## config.mk

```make
export PLATFORM = sky130hd
export DESIGN_NAME = ipcv_top
export DESIGN_NICKNAME = d
export VERILOG_FILES = /design/src/rtl/ipcv_pkg.sv /design/src/rtl/ipcv_checker.sv /design/src/rtl/ipcv_top.sv
export SDC_FILE = /design/constraint.sdc
export NUM_CORES = 1
export LEC_CHECK = 0
export BUFFER_PORTS_ARGS = -buffer_cell sky130_fd_sc_hd__buf_2
export CORE_MARGIN = 3
export CORE_UTILIZATION = 24
export CTS_BUF_LIST = sky130_fd_sc_hd__clkbuf_8
export DETAILED_ROUTE_END_ITERATION = 12
export SLEW_MARGIN = 10
export SYNTH_ARGS = -nofsm -noshare
export SYNTH_HDL_FRONTEND = slang
export SYNTH_SLANG_ARGS = --single-unit
```

## constraint.sdc

```tcl
create_clock -name mclk -period 46.8 [get_ports mclk]
set_input_delay 2.34 -clock mclk [delete_from_list [all_inputs] [get_ports mclk]]
set_output_delay 2.34 -clock mclk [all_outputs]
set_load 0.005 [all_outputs]
```

## src/rtl/ipcv_pkg.sv

```systemverilog
// Package for the IP settings checker: register map, reset values, classes.
// Assumes a 32-bit APB register bus; no other file-level dependencies.
package ipcv_pkg;

  // Register byte offsets
  localparam logic [11:0] OFF_CTRL      = 12'h000;
  localparam logic [11:0] OFF_STATUS    = 12'h004;
  localparam logic [11:0] OFF_IRQ_STAT  = 12'h008;
  localparam logic [11:0] OFF_IRQ_MASK  = 12'h00C;
  localparam logic [11:0] OFF_NEW_ADDR  = 12'h010;
  localparam logic [11:0] OFF_NEW_MASK  = 12'h014;
  localparam logic [11:0] OFF_CUR_ADDR  = 12'h018;
  localparam logic [11:0] OFF_CUR_MASK  = 12'h01C;
  localparam logic [11:0] OFF_SVC_PORT  = 12'h020;

  // Control register: bit 0 commits the pending settings
  localparam int CTRL_COMMIT_BIT = 0;

  // Status register fields
  localparam int ST_VALID_BIT    = 0;
  localparam int ST_TP_SEL_BIT   = 1;
  localparam int ST_CLASS_LSB    = 4;
  localparam int ST_ERR_LSB      = 8;

  // Interrupt status fields
  localparam int IRQ_ACCEPT_BIT  = 0;
  localparam int IRQ_REJECT_BIT  = 1;
  localparam int IRQ_PORTSW_BIT  = 2;
  localparam int IRQ_W           = 3;

  // Reset values
  localparam logic [31:0] RST_ADDR     = 32'h0000_0000;
  localparam logic [31:0] RST_MASK     = 32'h0000_0000;
  localparam logic [15:0] RST_SVC_PORT = 16'h05E1;  // 1505 decimal

  // First octet boundaries
  localparam logic [7:0] OCT_A_LO    = 8'h01;  // 1
  localparam logic [7:0] OCT_A_HI    = 8'h7E;  // 126
  localparam logic [7:0] OCT_LOOP    = 8'h7F;  // 127
  localparam logic [7:0] OCT_B_LO    = 8'h80;  // 128
  localparam logic [7:0] OCT_B_HI    = 8'hBF;  // 191
  localparam logic [7:0] OCT_C_LO    = 8'hC0;  // 192
  localparam logic [7:0] OCT_C_HI    = 8'hDF;  // 223
  localparam logic [7:0] OCT_D_PRINT = 8'hFE;  // 254

  // Least leading ones of a mask per class
  localparam logic [5:0] MASK_MIN_A = 6'd8;
  localparam logic [5:0] MASK_MIN_B = 6'd16;
  localparam logic [5:0] MASK_MIN_C = 6'd24;
  localparam logic [5:0] HOST_MIN_ZEROS = 6'd2;

  // Address class codes as shown in the status register
  typedef enum logic [1:0] {
    IPCV_CLS_NONE = 2'h0,
    IPCV_CLS_A    = 2'h1,
    IPCV_CLS_B    = 2'h2,
    IPCV_CLS_C    = 2'h3
  } ipcv_class_t;

  // Error bits, one per failed check
  localparam int ERR_W         = 7;
  localparam int ERR_CLASS     = 0;
  localparam int ERR_LOOPBACK  = 1;
  localparam int ERR_ALLZO     = 2;
  localparam int ERR_MASK_LEN  = 3;
  localparam int ERR_HOSTBITS  = 4;
  localparam int ERR_HOSTPART  = 5;
  localparam int ERR_CLASS_D   = 6;

endpackage

```

## src/rtl/ipcv_checker.sv

```systemverilog
// Combinational checker for one address and mask pair.
// Assumes inputs are stable registers in the caller's clock domain.
`timescale 1ns/1ns
module ipcv_checker (
  input  wire logic [31:0]                 addr,
  input  wire logic [31:0]                 mask,
  output ipcv_pkg::ipcv_class_t            cls,
  output wire logic [ipcv_pkg::ERR_W-1:0]  err
);

  wire logic [7:0] oct_w = addr[31:24];  // see RULE_01
  wire logic       is_a  = (oct_w >= ipcv_pkg::OCT_A_LO) && (oct_w <= ipcv_pkg::OCT_A_HI);  // see RULE_02
  wire logic       is_b  = (oct_w >= ipcv_pkg::OCT_B_LO) && (oct_w <= ipcv_pkg::OCT_B_HI);
  wire logic       is_c  = (oct_w >= ipcv_pkg::OCT_C_LO) && (oct_w <= ipcv_pkg::OCT_C_HI);
  wire logic       is_lb = (oct_w == ipcv_pkg::OCT_LOOP);  // see RULE_04
  // Above 223 no class is given, so the printed 254 floor is covered too
  wire logic       is_d  = (oct_w > ipcv_pkg::OCT_C_HI) || (oct_w >= ipcv_pkg::OCT_D_PRINT);  // see RULE_05 see RULE_06

  // Count leading ones and total zeros of the mask
  logic [5:0] lead_ones;
  logic [5:0] zeros;
  logic       run;
  always_comb begin
    lead_ones = 6'd0;
    zeros     = 6'd0;
    run       = 1'b1;
    for (int i = 31; i >= 0; i--) begin
      if (mask[i] && run) begin
        lead_ones = lead_ones + 6'd1;
      end else begin
        run = 1'b0;
      end
      if (!mask[i]) begin
        zeros = zeros + 6'd1;
      end
    end
  end

  wire logic [5:0]  need  = is_a ? ipcv_pkg::MASK_MIN_A :
                            is_b ? ipcv_pkg::MASK_MIN_B : ipcv_pkg::MASK_MIN_C;  // see RULE_03
  // Host part holds bits where the mask is zero
  wire logic [31:0] host  = addr & ~mask;  // see RULE_08
  wire logic        h_zero = (host == 32'h0000_0000);
  wire logic        h_ones = (host == ~mask);

  assign cls = is_a ? ipcv_pkg::IPCV_CLS_A :
               is_b ? ipcv_pkg::IPCV_CLS_B :
               is_c ? ipcv_pkg::IPCV_CLS_C : ipcv_pkg::IPCV_CLS_NONE;

  assign err[ipcv_pkg::ERR_CLASS]    = !(is_a || is_b || is_c);
  assign err[ipcv_pkg::ERR_LOOPBACK] = is_lb;
  assign err[ipcv_pkg::ERR_ALLZO]    = (addr == 32'h0000_0000) || (addr == 32'hFFFF_FFFF);  // see RULE_07
  assign err[ipcv_pkg::ERR_MASK_LEN] = lead_ones < need;  // see RULE_09 see RULE_10 see RULE_11
  assign err[ipcv_pkg::ERR_HOSTBITS] = zeros < ipcv_pkg::HOST_MIN_ZEROS;  // see RULE_12
  assign err[ipcv_pkg::ERR_HOSTPART] = h_zero || h_ones;  // see RULE_13
  assign err[ipcv_pkg::ERR_CLASS_D]  = is_d;

endmodule

```

## src/rtl/ipcv_top.sv

```systemverilog
// Top of the IP settings checker: APB slave, settings store, port select, interrupt.
// Assumes an APB master on mclk and a link beat level synchronous to mclk.
`timescale 1ns/1ns

// How it works
// RULE_01: Address is 32 bits, four octets, first octet most significant.
// RULE_02: First octet 1-126 is class A, 128-191 B, 192-223 C.
// RULE_03: Class fixes default network part: one, two or three leading octets.
// RULE_04: First octet 127 is loopback and never a valid address.
// RULE_05: First octet above 223 gets no class A, B or C.
// RULE_06: Class D addresses, printed as from 254.0.0.0, are refused.
// RULE_07: All-zero and all-one addresses are refused.
// RULE_08: Mask ones mark network bits, zeros mark host bits.
// RULE_09: Class A needs at least 8 leading mask ones.
// RULE_10: Class B needs at least 16 leading mask ones.
// RULE_11: Class C needs at least 24 leading mask ones.
// RULE_12: Mask needs at least two zero bits.
// RULE_13: Host part of the address may not be zero or all ones.
// RULE_14: Service port is writable and resets to 1505.
// RULE_15: Twisted-pair port is chosen whenever its link beat is present.
// RULE_16: All checks give one verdict; failed settings leave old ones in place.
module ipcv_top (
  input  wire logic        mclk,
  input  wire logic        rstn,
  input  wire logic        psel,
  input  wire logic        penable,
  input  wire logic        pwrite,
  input  wire logic [11:0] paddr,
  input  wire logic [31:0] pwdata,
  input  wire logic [3:0]  pstrb,
  output logic      [31:0] prdata,
  output logic             pready,
  output logic             pslverr,
  input  wire logic        link_beat,
  output logic             twisted_pair_port_sel,
  output logic             attachment_unit_port_sel,
  output logic             cfg_valid,
  output logic             irq
);

  logic [31:0]                 new_addr_reg;
  logic [31:0]                 new_mask_reg;
  logic [31:0]                 cur_addr_reg;
  logic [31:0]                 cur_mask_reg;
  logic [15:0]                 svc_port_reg;
  logic                        valid_reg;
  logic [1:0]                  cls_reg;
  logic [ipcv_pkg::ERR_W-1:0]  err_reg;
  logic                        tp_sel_reg;
  logic [ipcv_pkg::IRQ_W-1:0]  irq_stat_reg;
  logic [ipcv_pkg::IRQ_W-1:0]  irq_mask_reg;
  logic                        commit_reg;

  ipcv_pkg::ipcv_class_t       chk_cls;
  wire logic [ipcv_pkg::ERR_W-1:0] chk_err;

  ipcv_checker u_chk (
    .addr (new_addr_reg),
    .mask (new_mask_reg),
    .cls  (chk_cls),
    .err  (chk_err)
  );

  // Bus decode
  wire logic acc     = psel && penable;
  wire logic wr_acc  = acc && pwrite;
  wire logic rd_setup = psel && !penable && !pwrite;
  wire logic hit_ctrl = (paddr == ipcv_pkg::OFF_CTRL);
  wire logic hit_stat = (paddr == ipcv_pkg::OFF_STATUS);
  wire logic hit_ist  = (paddr == ipcv_pkg::OFF_IRQ_STAT);
  wire logic hit_imk  = (paddr == ipcv_pkg::OFF_IRQ_MASK);
  wire logic hit_na   = (paddr == ipcv_pkg::OFF_NEW_ADDR);
  wire logic hit_nm   = (paddr == ipcv_pkg::OFF_NEW_MASK);
  wire logic hit_ca   = (paddr == ipcv_pkg::OFF_CUR_ADDR);
  wire logic hit_cm   = (paddr == ipcv_pkg::OFF_CUR_MASK);
  wire logic hit_sp   = (paddr == ipcv_pkg::OFF_SVC_PORT);
  wire logic hit_any  = hit_ctrl | hit_stat | hit_ist | hit_imk | hit_na | hit_nm | hit_ca | hit_cm | hit_sp;

  // Byte-lane merge for write data
  function automatic logic [31:0] merge(input logic [31:0] old, input logic [31:0] wd, input logic [3:0] st);
    logic [31:0] r;
    r = old;
    for (int b = 0; b < 4; b++) begin
      if (st[b]) begin
        r[b*8 +: 8] = wd[b*8 +: 8];
      end
    end
    return r;
  endfunction

  wire logic [31:0] wmerge_na = merge(new_addr_reg, pwdata, pstrb);
  wire logic [31:0] wmerge_nm = merge(new_mask_reg, pwdata, pstrb);
  wire logic [31:0] wmerge_sp = merge({16'h0000, svc_port_reg}, pwdata, pstrb);

  // Commit is one cycle after the write so the checker sees stable settings
  wire logic commit_req = wr_acc && hit_ctrl && pstrb[0] && pwdata[ipcv_pkg::CTRL_COMMIT_BIT];
  wire logic chk_ok     = (chk_err == '0);  // see RULE_16
  wire logic accept_ev  = commit_reg && chk_ok;
  wire logic reject_ev  = commit_reg && !chk_ok;
  wire logic tp_next    = link_beat;  // see RULE_15
  wire logic portsw_ev  = (tp_next != tp_sel_reg);

  wire logic [ipcv_pkg::IRQ_W-1:0] ev_vec = {portsw_ev, reject_ev, accept_ev};
  wire logic [ipcv_pkg::IRQ_W-1:0] w1c    = (wr_acc && hit_ist && pstrb[0]) ?
                                           pwdata[ipcv_pkg::IRQ_W-1:0] : '0;
  // Set wins over a clear in the same cycle
  wire logic [ipcv_pkg::IRQ_W-1:0] irq_stat_next = (irq_stat_reg & ~w1c) | ev_vec;
  wire logic                       irq_next      = |(irq_stat_next & irq_mask_reg);

  wire logic [31:0] status_word = {16'h0000,
                                   1'b0, err_reg,
                                   2'b00, cls_reg,
                                   2'b00, tp_sel_reg, valid_reg};

  wire logic [31:0] rd_mux =
      hit_ctrl ? 32'h0000_0000 :
      hit_stat ? status_word :
      hit_ist  ? {29'h0, irq_stat_reg} :
      hit_imk  ? {29'h0, irq_mask_reg} :
      hit_na   ? new_addr_reg :
      hit_nm   ? new_mask_reg :
      hit_ca   ? cur_addr_reg :
      hit_cm   ? cur_mask_reg :
      hit_sp   ? {16'h0000, svc_port_reg} : 32'h0000_0000;

  // Bus answer: pready is registered and rises in the first access cycle
  always_ff @(posedge mclk) begin
    if (!rstn) begin
      pready  <= 1'b0;
      pslverr <= 1'b0;
      prdata  <= 32'h0000_0000;
    end else begin
      pready  <= psel && !penable;
      pslverr <= psel && !penable && !hit_any;
      prdata  <= rd_setup ? rd_mux : prdata;
    end
  end

  // Pending settings and service port
  always_ff @(posedge mclk) begin
    if (!rstn) begin
      new_addr_reg <= ipcv_pkg::RST_ADDR;
      new_mask_reg <= ipcv_pkg::RST_MASK;
      svc_port_reg <= ipcv_pkg::RST_SVC_PORT;  // see RULE_14
      irq_mask_reg <= '0;
    end else if (wr_acc && pready) begin
      if (hit_na) begin
        new_addr_reg <= wmerge_na;
      end
      if (hit_nm) begin
        new_mask_reg <= wmerge_nm;
      end
      if (hit_sp) begin
        svc_port_reg <= wmerge_sp[15:0];  // see RULE_14
      end
      if (hit_imk && pstrb[0]) begin
        irq_mask_reg <= pwdata[ipcv_pkg::IRQ_W-1:0];
      end
    end
  end

  // Active settings change only on a clean verdict
  always_ff @(posedge mclk) begin
    if (!rstn) begin
      commit_reg   <= 1'b0;
      cur_addr_reg <= ipcv_pkg::RST_ADDR;
      cur_mask_reg <= ipcv_pkg::RST_MASK;
      valid_reg    <= 1'b0;
      cls_reg      <= 2'h0;
      err_reg      <= '0;
    end else begin
      commit_reg <= commit_req && pready;
      if (commit_reg) begin
        err_reg   <= chk_err;
        valid_reg <= chk_ok;  // see RULE_16
        if (chk_ok) begin
          cur_addr_reg <= new_addr_reg;
          cur_mask_reg <= new_mask_reg;
          cls_reg      <= chk_cls;
        end
      end
    end
  end

  // Port selection and interrupt
  always_ff @(posedge mclk) begin
    if (!rstn) begin
      tp_sel_reg               <= 1'b0;
      twisted_pair_port_sel    <= 1'b0;
      attachment_unit_port_sel <= 1'b1;
      irq_stat_reg             <= '0;
      irq                      <= 1'b0;
      cfg_valid                <= 1'b0;
    end else begin
      tp_sel_reg               <= tp_next;  // see RULE_15
      twisted_pair_port_sel    <= tp_next;
      attachment_unit_port_sel <= !tp_next;
      irq_stat_reg             <= irq_stat_next;
      irq                      <= irq_next;
      cfg_valid                <= commit_reg ? chk_ok : cfg_valid;
    end
  end

endmodule

```

Word level (Yosys, flattened, before mapping) --
Index checks and enable logic that the tools add are counted.
Word-level totals: output and inout bits 38, input port bits 54, register bits 198
Cells by class: mux-type cells 110, bitwise operators 14, order comparisons 10, eq/ne operators 12, add/sub/neg operators 62, reductions and logical operators 77
Operator list (count):
- 6-bit 2-to-1 mux | 63
- 6-bit by 1-bit adder with 6-bit output (second input constant) | 61
- 32-bit 2-to-1 mux | 8
- 32-bit zero test | 2
- 1-bit logical AND | 49
- 12-bit by 5-bit equality test with 1-bit output (second input constant) | 4
- 1-bit 2-to-1 mux | 33
- 32-bit bitwise AND | 1
- 32-bit equality test | 1
- 32-bit equality test (second input constant) | 1
- 32-bit NOT | 1
- 3-bit AND reduction | 10
- 12-bit by 4-bit equality test with 1-bit output (second input constant) | 2
- 8-bit greater-or-equal comparator (second input constant) | 3
- 8-bit less-or-equal comparator (second input constant) | 2
- 16-bit 2-to-1 mux | 1
- 12-bit by 3-bit equality test with 1-bit output (second input constant) | 1
- 12-bit by 6-bit equality test with 1-bit output (second input constant) | 1
- 12-bit zero test | 1
- 8-bit by 7-bit equality test with 1-bit output (second input constant) | 1
- 8-bit by 1-bit greater-or-equal comparator with 1-bit output (second input constant) | 1
- 8-bit > comparator (second input constant) | 1
- 8-bit by 7-bit less-or-equal comparator with 1-bit output (second input constant) | 1
- 1-bit OR | 8
- other kinds (15) | 28

Logic depth before layout (Yosys ltp) --
word-level depth 70, depth in mapped cells 101

Modules after synthesis --
From an unflattened synthesis, not the netlist that was laid out.
Second synthesis, totals: cell total of the unflattened synthesis 2404, area total of the unflattened synthesis 18094.9 um^2
Modules (own cells, without submodules):
- ipcv_checker | instances 1, area an instance 9631.7 um^2, cells an instance 1368, sequential area each 0.0 um^2
- ipcv_top | instances 1, area an instance 8463.1 um^2, cells an instance 1036, sequential area each 3963.8 um^2

Least setup slack after synthesis --
Ideal clock, no wire load.
kind register to register, from reg new_mask_reg[30], to reg cur_addr_reg[25], required time 46.684 ns, period minus slack after synthesis 18.739 ns, cell stages (with the launch flop) 100, buffers on the path 4, library setup time 0.116 ns, setup slack 28.061 ns, arrival 18.623 ns, path through dfxtp_1 inv_1 ha_1 buf_1 xnor2_1 ha_1 nor2b_1 o21ai_0 nand2_1 xor2_1 a21oi_1 ha_1 mux2i_1 o21ai_0 ha_1 mux2_2 ha_1 mux2i_1 (+64 left out) ha_1 nand2_1 inv_1 maj3_2 nand2_1 nor2_1 mux2_2 a221oi_2 xor2_1 xnor2_1 ha_1 a21o_1 o2111ai_1 buf_4 buf_6 buf_8 mux2i_1 nor2b_1
On the way: word-level cells in the longest chain between the ends 65, elaborated cells on any way between the ends 192, classes of those cells add/sub: 60; order compare: 2; eq/ne: 1; mux: 92; bitwise: 2; reduce/logical: 35
Ends and longest elaborated chain:
- from (decl) | RTL line ipcv_top.sv:42 | logic [31:0] new_mask_reg;
- from (signal assigned) | RTL line ipcv_top.sv:143 | new_mask_reg <= ipcv_pkg::RST_MASK;
- from (signal assigned) | RTL line ipcv_top.sv:151 | new_mask_reg <= wmerge_nm;
- 1-bit logical AND | RTL line ipcv_checker.sv:28 | if (mask[i] && run) begin
- 6-bit 2-to-1 mux / 1-bit 2-to-1 mux (equally long branches) | RTL line ipcv_checker.sv:28
- 6-bit by 1-bit adder with 6-bit output / 1-bit logical AND (equally long branches) | RTL line ipcv_checker.sv:29, ipcv_checker.sv:28
- 6-bit 2-to-1 mux / 1-bit 2-to-1 mux (equally long branches) | RTL line ipcv_checker.sv:28
- 6-bit by 1-bit adder with 6-bit output / 1-bit logical AND (equally long branches) | RTL line ipcv_checker.sv:29, ipcv_checker.sv:28
- 6-bit 2-to-1 mux / 1-bit 2-to-1 mux (equally long branches) | RTL line ipcv_checker.sv:28
- 6-bit by 1-bit adder with 6-bit output / 1-bit logical AND (equally long branches) | RTL line ipcv_checker.sv:29, ipcv_checker.sv:28
- 6-bit 2-to-1 mux / 1-bit 2-to-1 mux (equally long branches) | RTL line ipcv_checker.sv:28
- (+49 left out)
- 6-bit 2-to-1 mux / 1-bit 2-to-1 mux (equally long branches) | RTL line ipcv_checker.sv:28
- 6-bit by 1-bit adder with 6-bit output / 1-bit logical AND (equally long branches) | RTL line ipcv_checker.sv:29, ipcv_checker.sv:28
- 6-bit 2-to-1 mux / 1-bit 2-to-1 mux (equally long branches) | RTL line ipcv_checker.sv:28
- 6-bit by 1-bit adder with 6-bit output / 1-bit logical AND (equally long branches) | RTL line ipcv_checker.sv:29, ipcv_checker.sv:28
- 6-bit 2-to-1 mux | RTL line ipcv_checker.sv:28
- 6-bit less-than comparator | RTL line ipcv_checker.sv:53 | assign err[ipcv_pkg::ERR_MASK_LEN] = lead_ones < need;
- 7-bit zero test (*) | RTL line ipcv_top.sv:97 | wire logic chk_ok = (chk_err == '0);
- 2-bit AND reduction (no source line) (*)
- to (signal assigned) | RTL line ipcv_top.sv:166 | cur_addr_reg <= ipcv_pkg::RST_ADDR;
- to (signal assigned) | RTL line ipcv_top.sv:177 | cur_addr_reg <= new_addr_reg;
- to (decl) | RTL line ipcv_top.sv:43 | logic [31:0] cur_addr_reg;
Mark *: on every way between the ends. The rest lies on a longest branch, timed or not. A chain may end at the register's enable or synchronous reset.

Worst setup path in the final report --
from reg new_mask_reg[31], to reg cur_addr_reg[22]
On the way: word-level cells in the longest chain between the ends 66, elaborated cells on any way between the ends 197, classes of those cells add/sub: 62; order compare: 2; eq/ne: 1; mux: 95; bitwise: 2; reduce/logical: 35
Ends and longest elaborated chain:
- 1-bit 2-to-1 mux (on tied branches) | RTL line ipcv_checker.sv:28, ipcv_checker.sv:33
- 6-bit by 1-bit adder with 6-bit output, or another cell as far along | RTL line ipcv_checker.sv:29 | lead_ones = lead_ones + 6'd1;
- 6-bit 2-to-1 mux, or another cell as far along | RTL line ipcv_checker.sv:28
- 6-bit by 1-bit adder with 6-bit output, or another cell as far along | RTL line ipcv_checker.sv:29
- 6-bit 2-to-1 mux, or another cell as far along | RTL line ipcv_checker.sv:28
- 6-bit by 1-bit adder with 6-bit output, or another cell as far along | RTL line ipcv_checker.sv:29
- 6-bit 2-to-1 mux, or another cell as far along | RTL line ipcv_checker.sv:28
- 6-bit by 1-bit adder with 6-bit output, or another cell as far along | RTL line ipcv_checker.sv:29
- (+50 left out)
- 6-bit 2-to-1 mux, or another cell as far along | RTL line ipcv_checker.sv:28
- 6-bit by 1-bit adder with 6-bit output, or another cell as far along | RTL line ipcv_checker.sv:29
- 6-bit 2-to-1 mux, or another cell as far along | RTL line ipcv_checker.sv:28
- 6-bit by 1-bit adder with 6-bit output, or another cell as far along | RTL line ipcv_checker.sv:29
- 6-bit 2-to-1 mux (on tied branches) | RTL line ipcv_checker.sv:28, ipcv_checker.sv:33
- 6-bit less-than comparator / 6-bit by 2-bit less-than comparator with 1-bit output (equally long branches) | RTL line ipcv_checker.sv:53, ipcv_checker.sv:54
- 7-bit zero test (*) | RTL line ipcv_top.sv:97
- 2-bit AND reduction (no source line) (*)
Marks and branches as above.

==> metrics.txt <==
max-slew violation count 0; H-tree depth 4; CTS Buf Count 17; critical path class reg2reg; PD cells 14.6 nW/um2; gr usage total 0.139; CTS clk-pin slew, worst paths 0.10 ns; Vias/cell 5.04; Clock Tree Buf Depth 2; initial antenna violation count 4; Synthesis Warnings 0; die width 283 um; sequential-to-total area share from yosys stat 0.215; Worst-Margin Slew 1.09 ns; CP max FO 40; M3 GR Usage 0.0152; Crit path top cell by count ha_1; count of final setup violators 0; Root Driver clkbuf_8; part of the cycle the worst path needs 0.461; met1 Use GR 0.198; CP startpoint kind register; met2 Track Usage GR 0.217; via count 16,800; Syn Inst Count 2,289; Clk Latency, worst-skew pair 0.48 ns; GPL Wtd Cong 0.858; non-filler cells, final 3,330; Total Wirelength 57,400 um; Post-CTS Setup Bufs 0; Die Ht 283 um; hpwl dp 43,200 um; Setup Skew 0.0146 ns; global route hottest layer met2; Fmax 46.3 MHz; syn nets 2,406; number of synthesized flops with an enable pin 0; WL per Instance 17.2 um; pin count of the biggest net entering global routing 122; CP max stage cell buf_4; Post-Syn Area 18,400 um2; most frequent cells in the layout mux2i_1, nand2_1, dfxtp_1, nor2b_1, nor2_1; Max-slew headroom 0.271; leakage 7.79 nW; Crit path arrival time 21.97 ns; cell row count 100; Yosys cell types 97; status completed; clock sink count 198; setup TNS 0 ns; TritonCTS clock tree yes; Hold Crit Class reg2reg; core footprint 75,200 um2; Post-route DRC 0; CP endpoint kind register; Max Cap Viol 0; Layout area overhead 9.90%; RSZ-0062 raised after global routing false; #FFs+latches synth 198; final hold violation count 0; gr ovfl total 0; max incr delay on CP 0.66 ns; Port-buffer cells 91; worst-case vdd ir drop 21.2 uV; Period minus WS final 21.59 ns; die area 80,100 um2; first-pass GRT wire length 90,800 um; Synth Flop Type dfxtp_1; Mean Syn Cell Area 8.04 um2; Starting Density 0.245; nets 2,415; drt initial violations 1,406; I/O pins 92; Synth async-reset ratio 0; Worst Path Required 47.18 ns; commonest non-fill, non-tap cell in the layout mux2i_1; Post-CTS Resized 0; CTS Hold Buffers Added 0; drt first pass iters 6; post-route ant nets 0; share of cells above drive strength 1 0.0988; vias in the first global route 15,800; Placed Cells 3,299
## Yosys cell counts, types with 39 or more instances
library cell,n,area share
nand2_1,199,0.041
nand4_1,39,0.013
nand3_1,68,0.018
nor2_1,153,0.031
dfxtp_1,198,0.22
xnor2_1,145,0.069
inv_1,73,0.015
ha_1,63,0.043
o21ai_0,98,0.027
clkbuf_1,101,0.021
nor2b_1,172,0.058
nor3_1,52,0.014
mux2i_1,201,0.11
a21oi_1,72,0.020
xor2_1,67,0.032
## final cells by class
type	instances	area, um2
clock buffer	20	275
clock inverter	9	105
sequential	198	3960
tap	1020	1280
inverter	75	282
antenna	2	5.00
multi-input combinational	1880	13600
fill	8171	55000
timing repair buffer	126	721
## per-layer routing
| metal | wire length (um) | vias up |
|---|---|---|
| li1 | - | 8210 |
| met1 | 27400 | 7960 |
| met2 | 24800 | 524 |
| met3 | 3350 | 79 |
| met4 | 1810 | 0 |
| met5 | 0 | - |
## where the power goes
| group | total, W | internal [W] | switching (W) | leakage [nW] |
|---|---|---|---|---|
| combinational | 0.0000158 | 0.00000685 | 0.00000896 | 6.00 |
| sequential | 0.000171 | 0.000170 | 0.000000988 | 1.60 |
| clock | 0.000110 | 0.0000505 | 0.0000591 | 0.190 |
## kinds of logic after synthesis
logic type | count (synthesis) | share of synthesized area
buffers and inverters | 211 | 0.0472
AND/OR/NAND/NOR | 871 | 0.248
multiplexers | 224 | 0.124
adder cells (fa/ha/maj) | 66 | 0.0445
flip-flops | 198 | 0.215
XOR/XNOR | 253 | 0.148
AO/OA/AOI/OAI | 466 | 0.174
## worst paths after layout
check / start / end / slack (ns) / cells past startpoint
worst min-delay path: svc_port_reg[3]$_SDFFE_PN0P_ / svc_port_reg[3]$_SDFFE_PN0P_ / 0.47 / 2
worst min register to register: svc_port_reg[3]$_SDFFE_PN0P_ / svc_port_reg[3]$_SDFFE_PN0P_ / 0.47 / 2
worst max-delay path: new_mask_reg[31]$_SDFFE_PN0P_ / cur_addr_reg[22]$_SDFFE_PN0P_ / 25.21 / 97
worst max register to register: new_mask_reg[31]$_SDFFE_PN0P_ / cur_addr_reg[22]$_SDFFE_PN0P_ / 25.21 / 97
## worst max-delay path, delay by kind of cell, from the launching register on
kind / cells / cell delay (ns)
muxes: 19 / 3.77
xor gates and xnor gates: 4 / 0.76
adders and majority gates: 29 / 9.08
AOI/OAI and AO/OA: 27 / 4.23
buffers and inverters: 7 / 1.54
and+or+nand+nor: 11 / 1.41
DFF: 1 / 0.63
## per-stage QoR
stage                     area, um2  power (W)  hold WS (ns)  setup WS, ns   util
after floorplan               18400   0.000183         0.440         28.06      -
after global placement        19800   0.000191         0.449         25.90  0.264
after detailed placement      19800   0.000191         0.460         25.45  0.264
after CTS                     20200   0.000299         0.478         25.34  0.269
after global routing          20200   0.000307         0.490         23.56  0.269
final                         20200   0.000296         0.475         25.21  0.269
No activity file was read; power rests on OpenSTA's default activity.
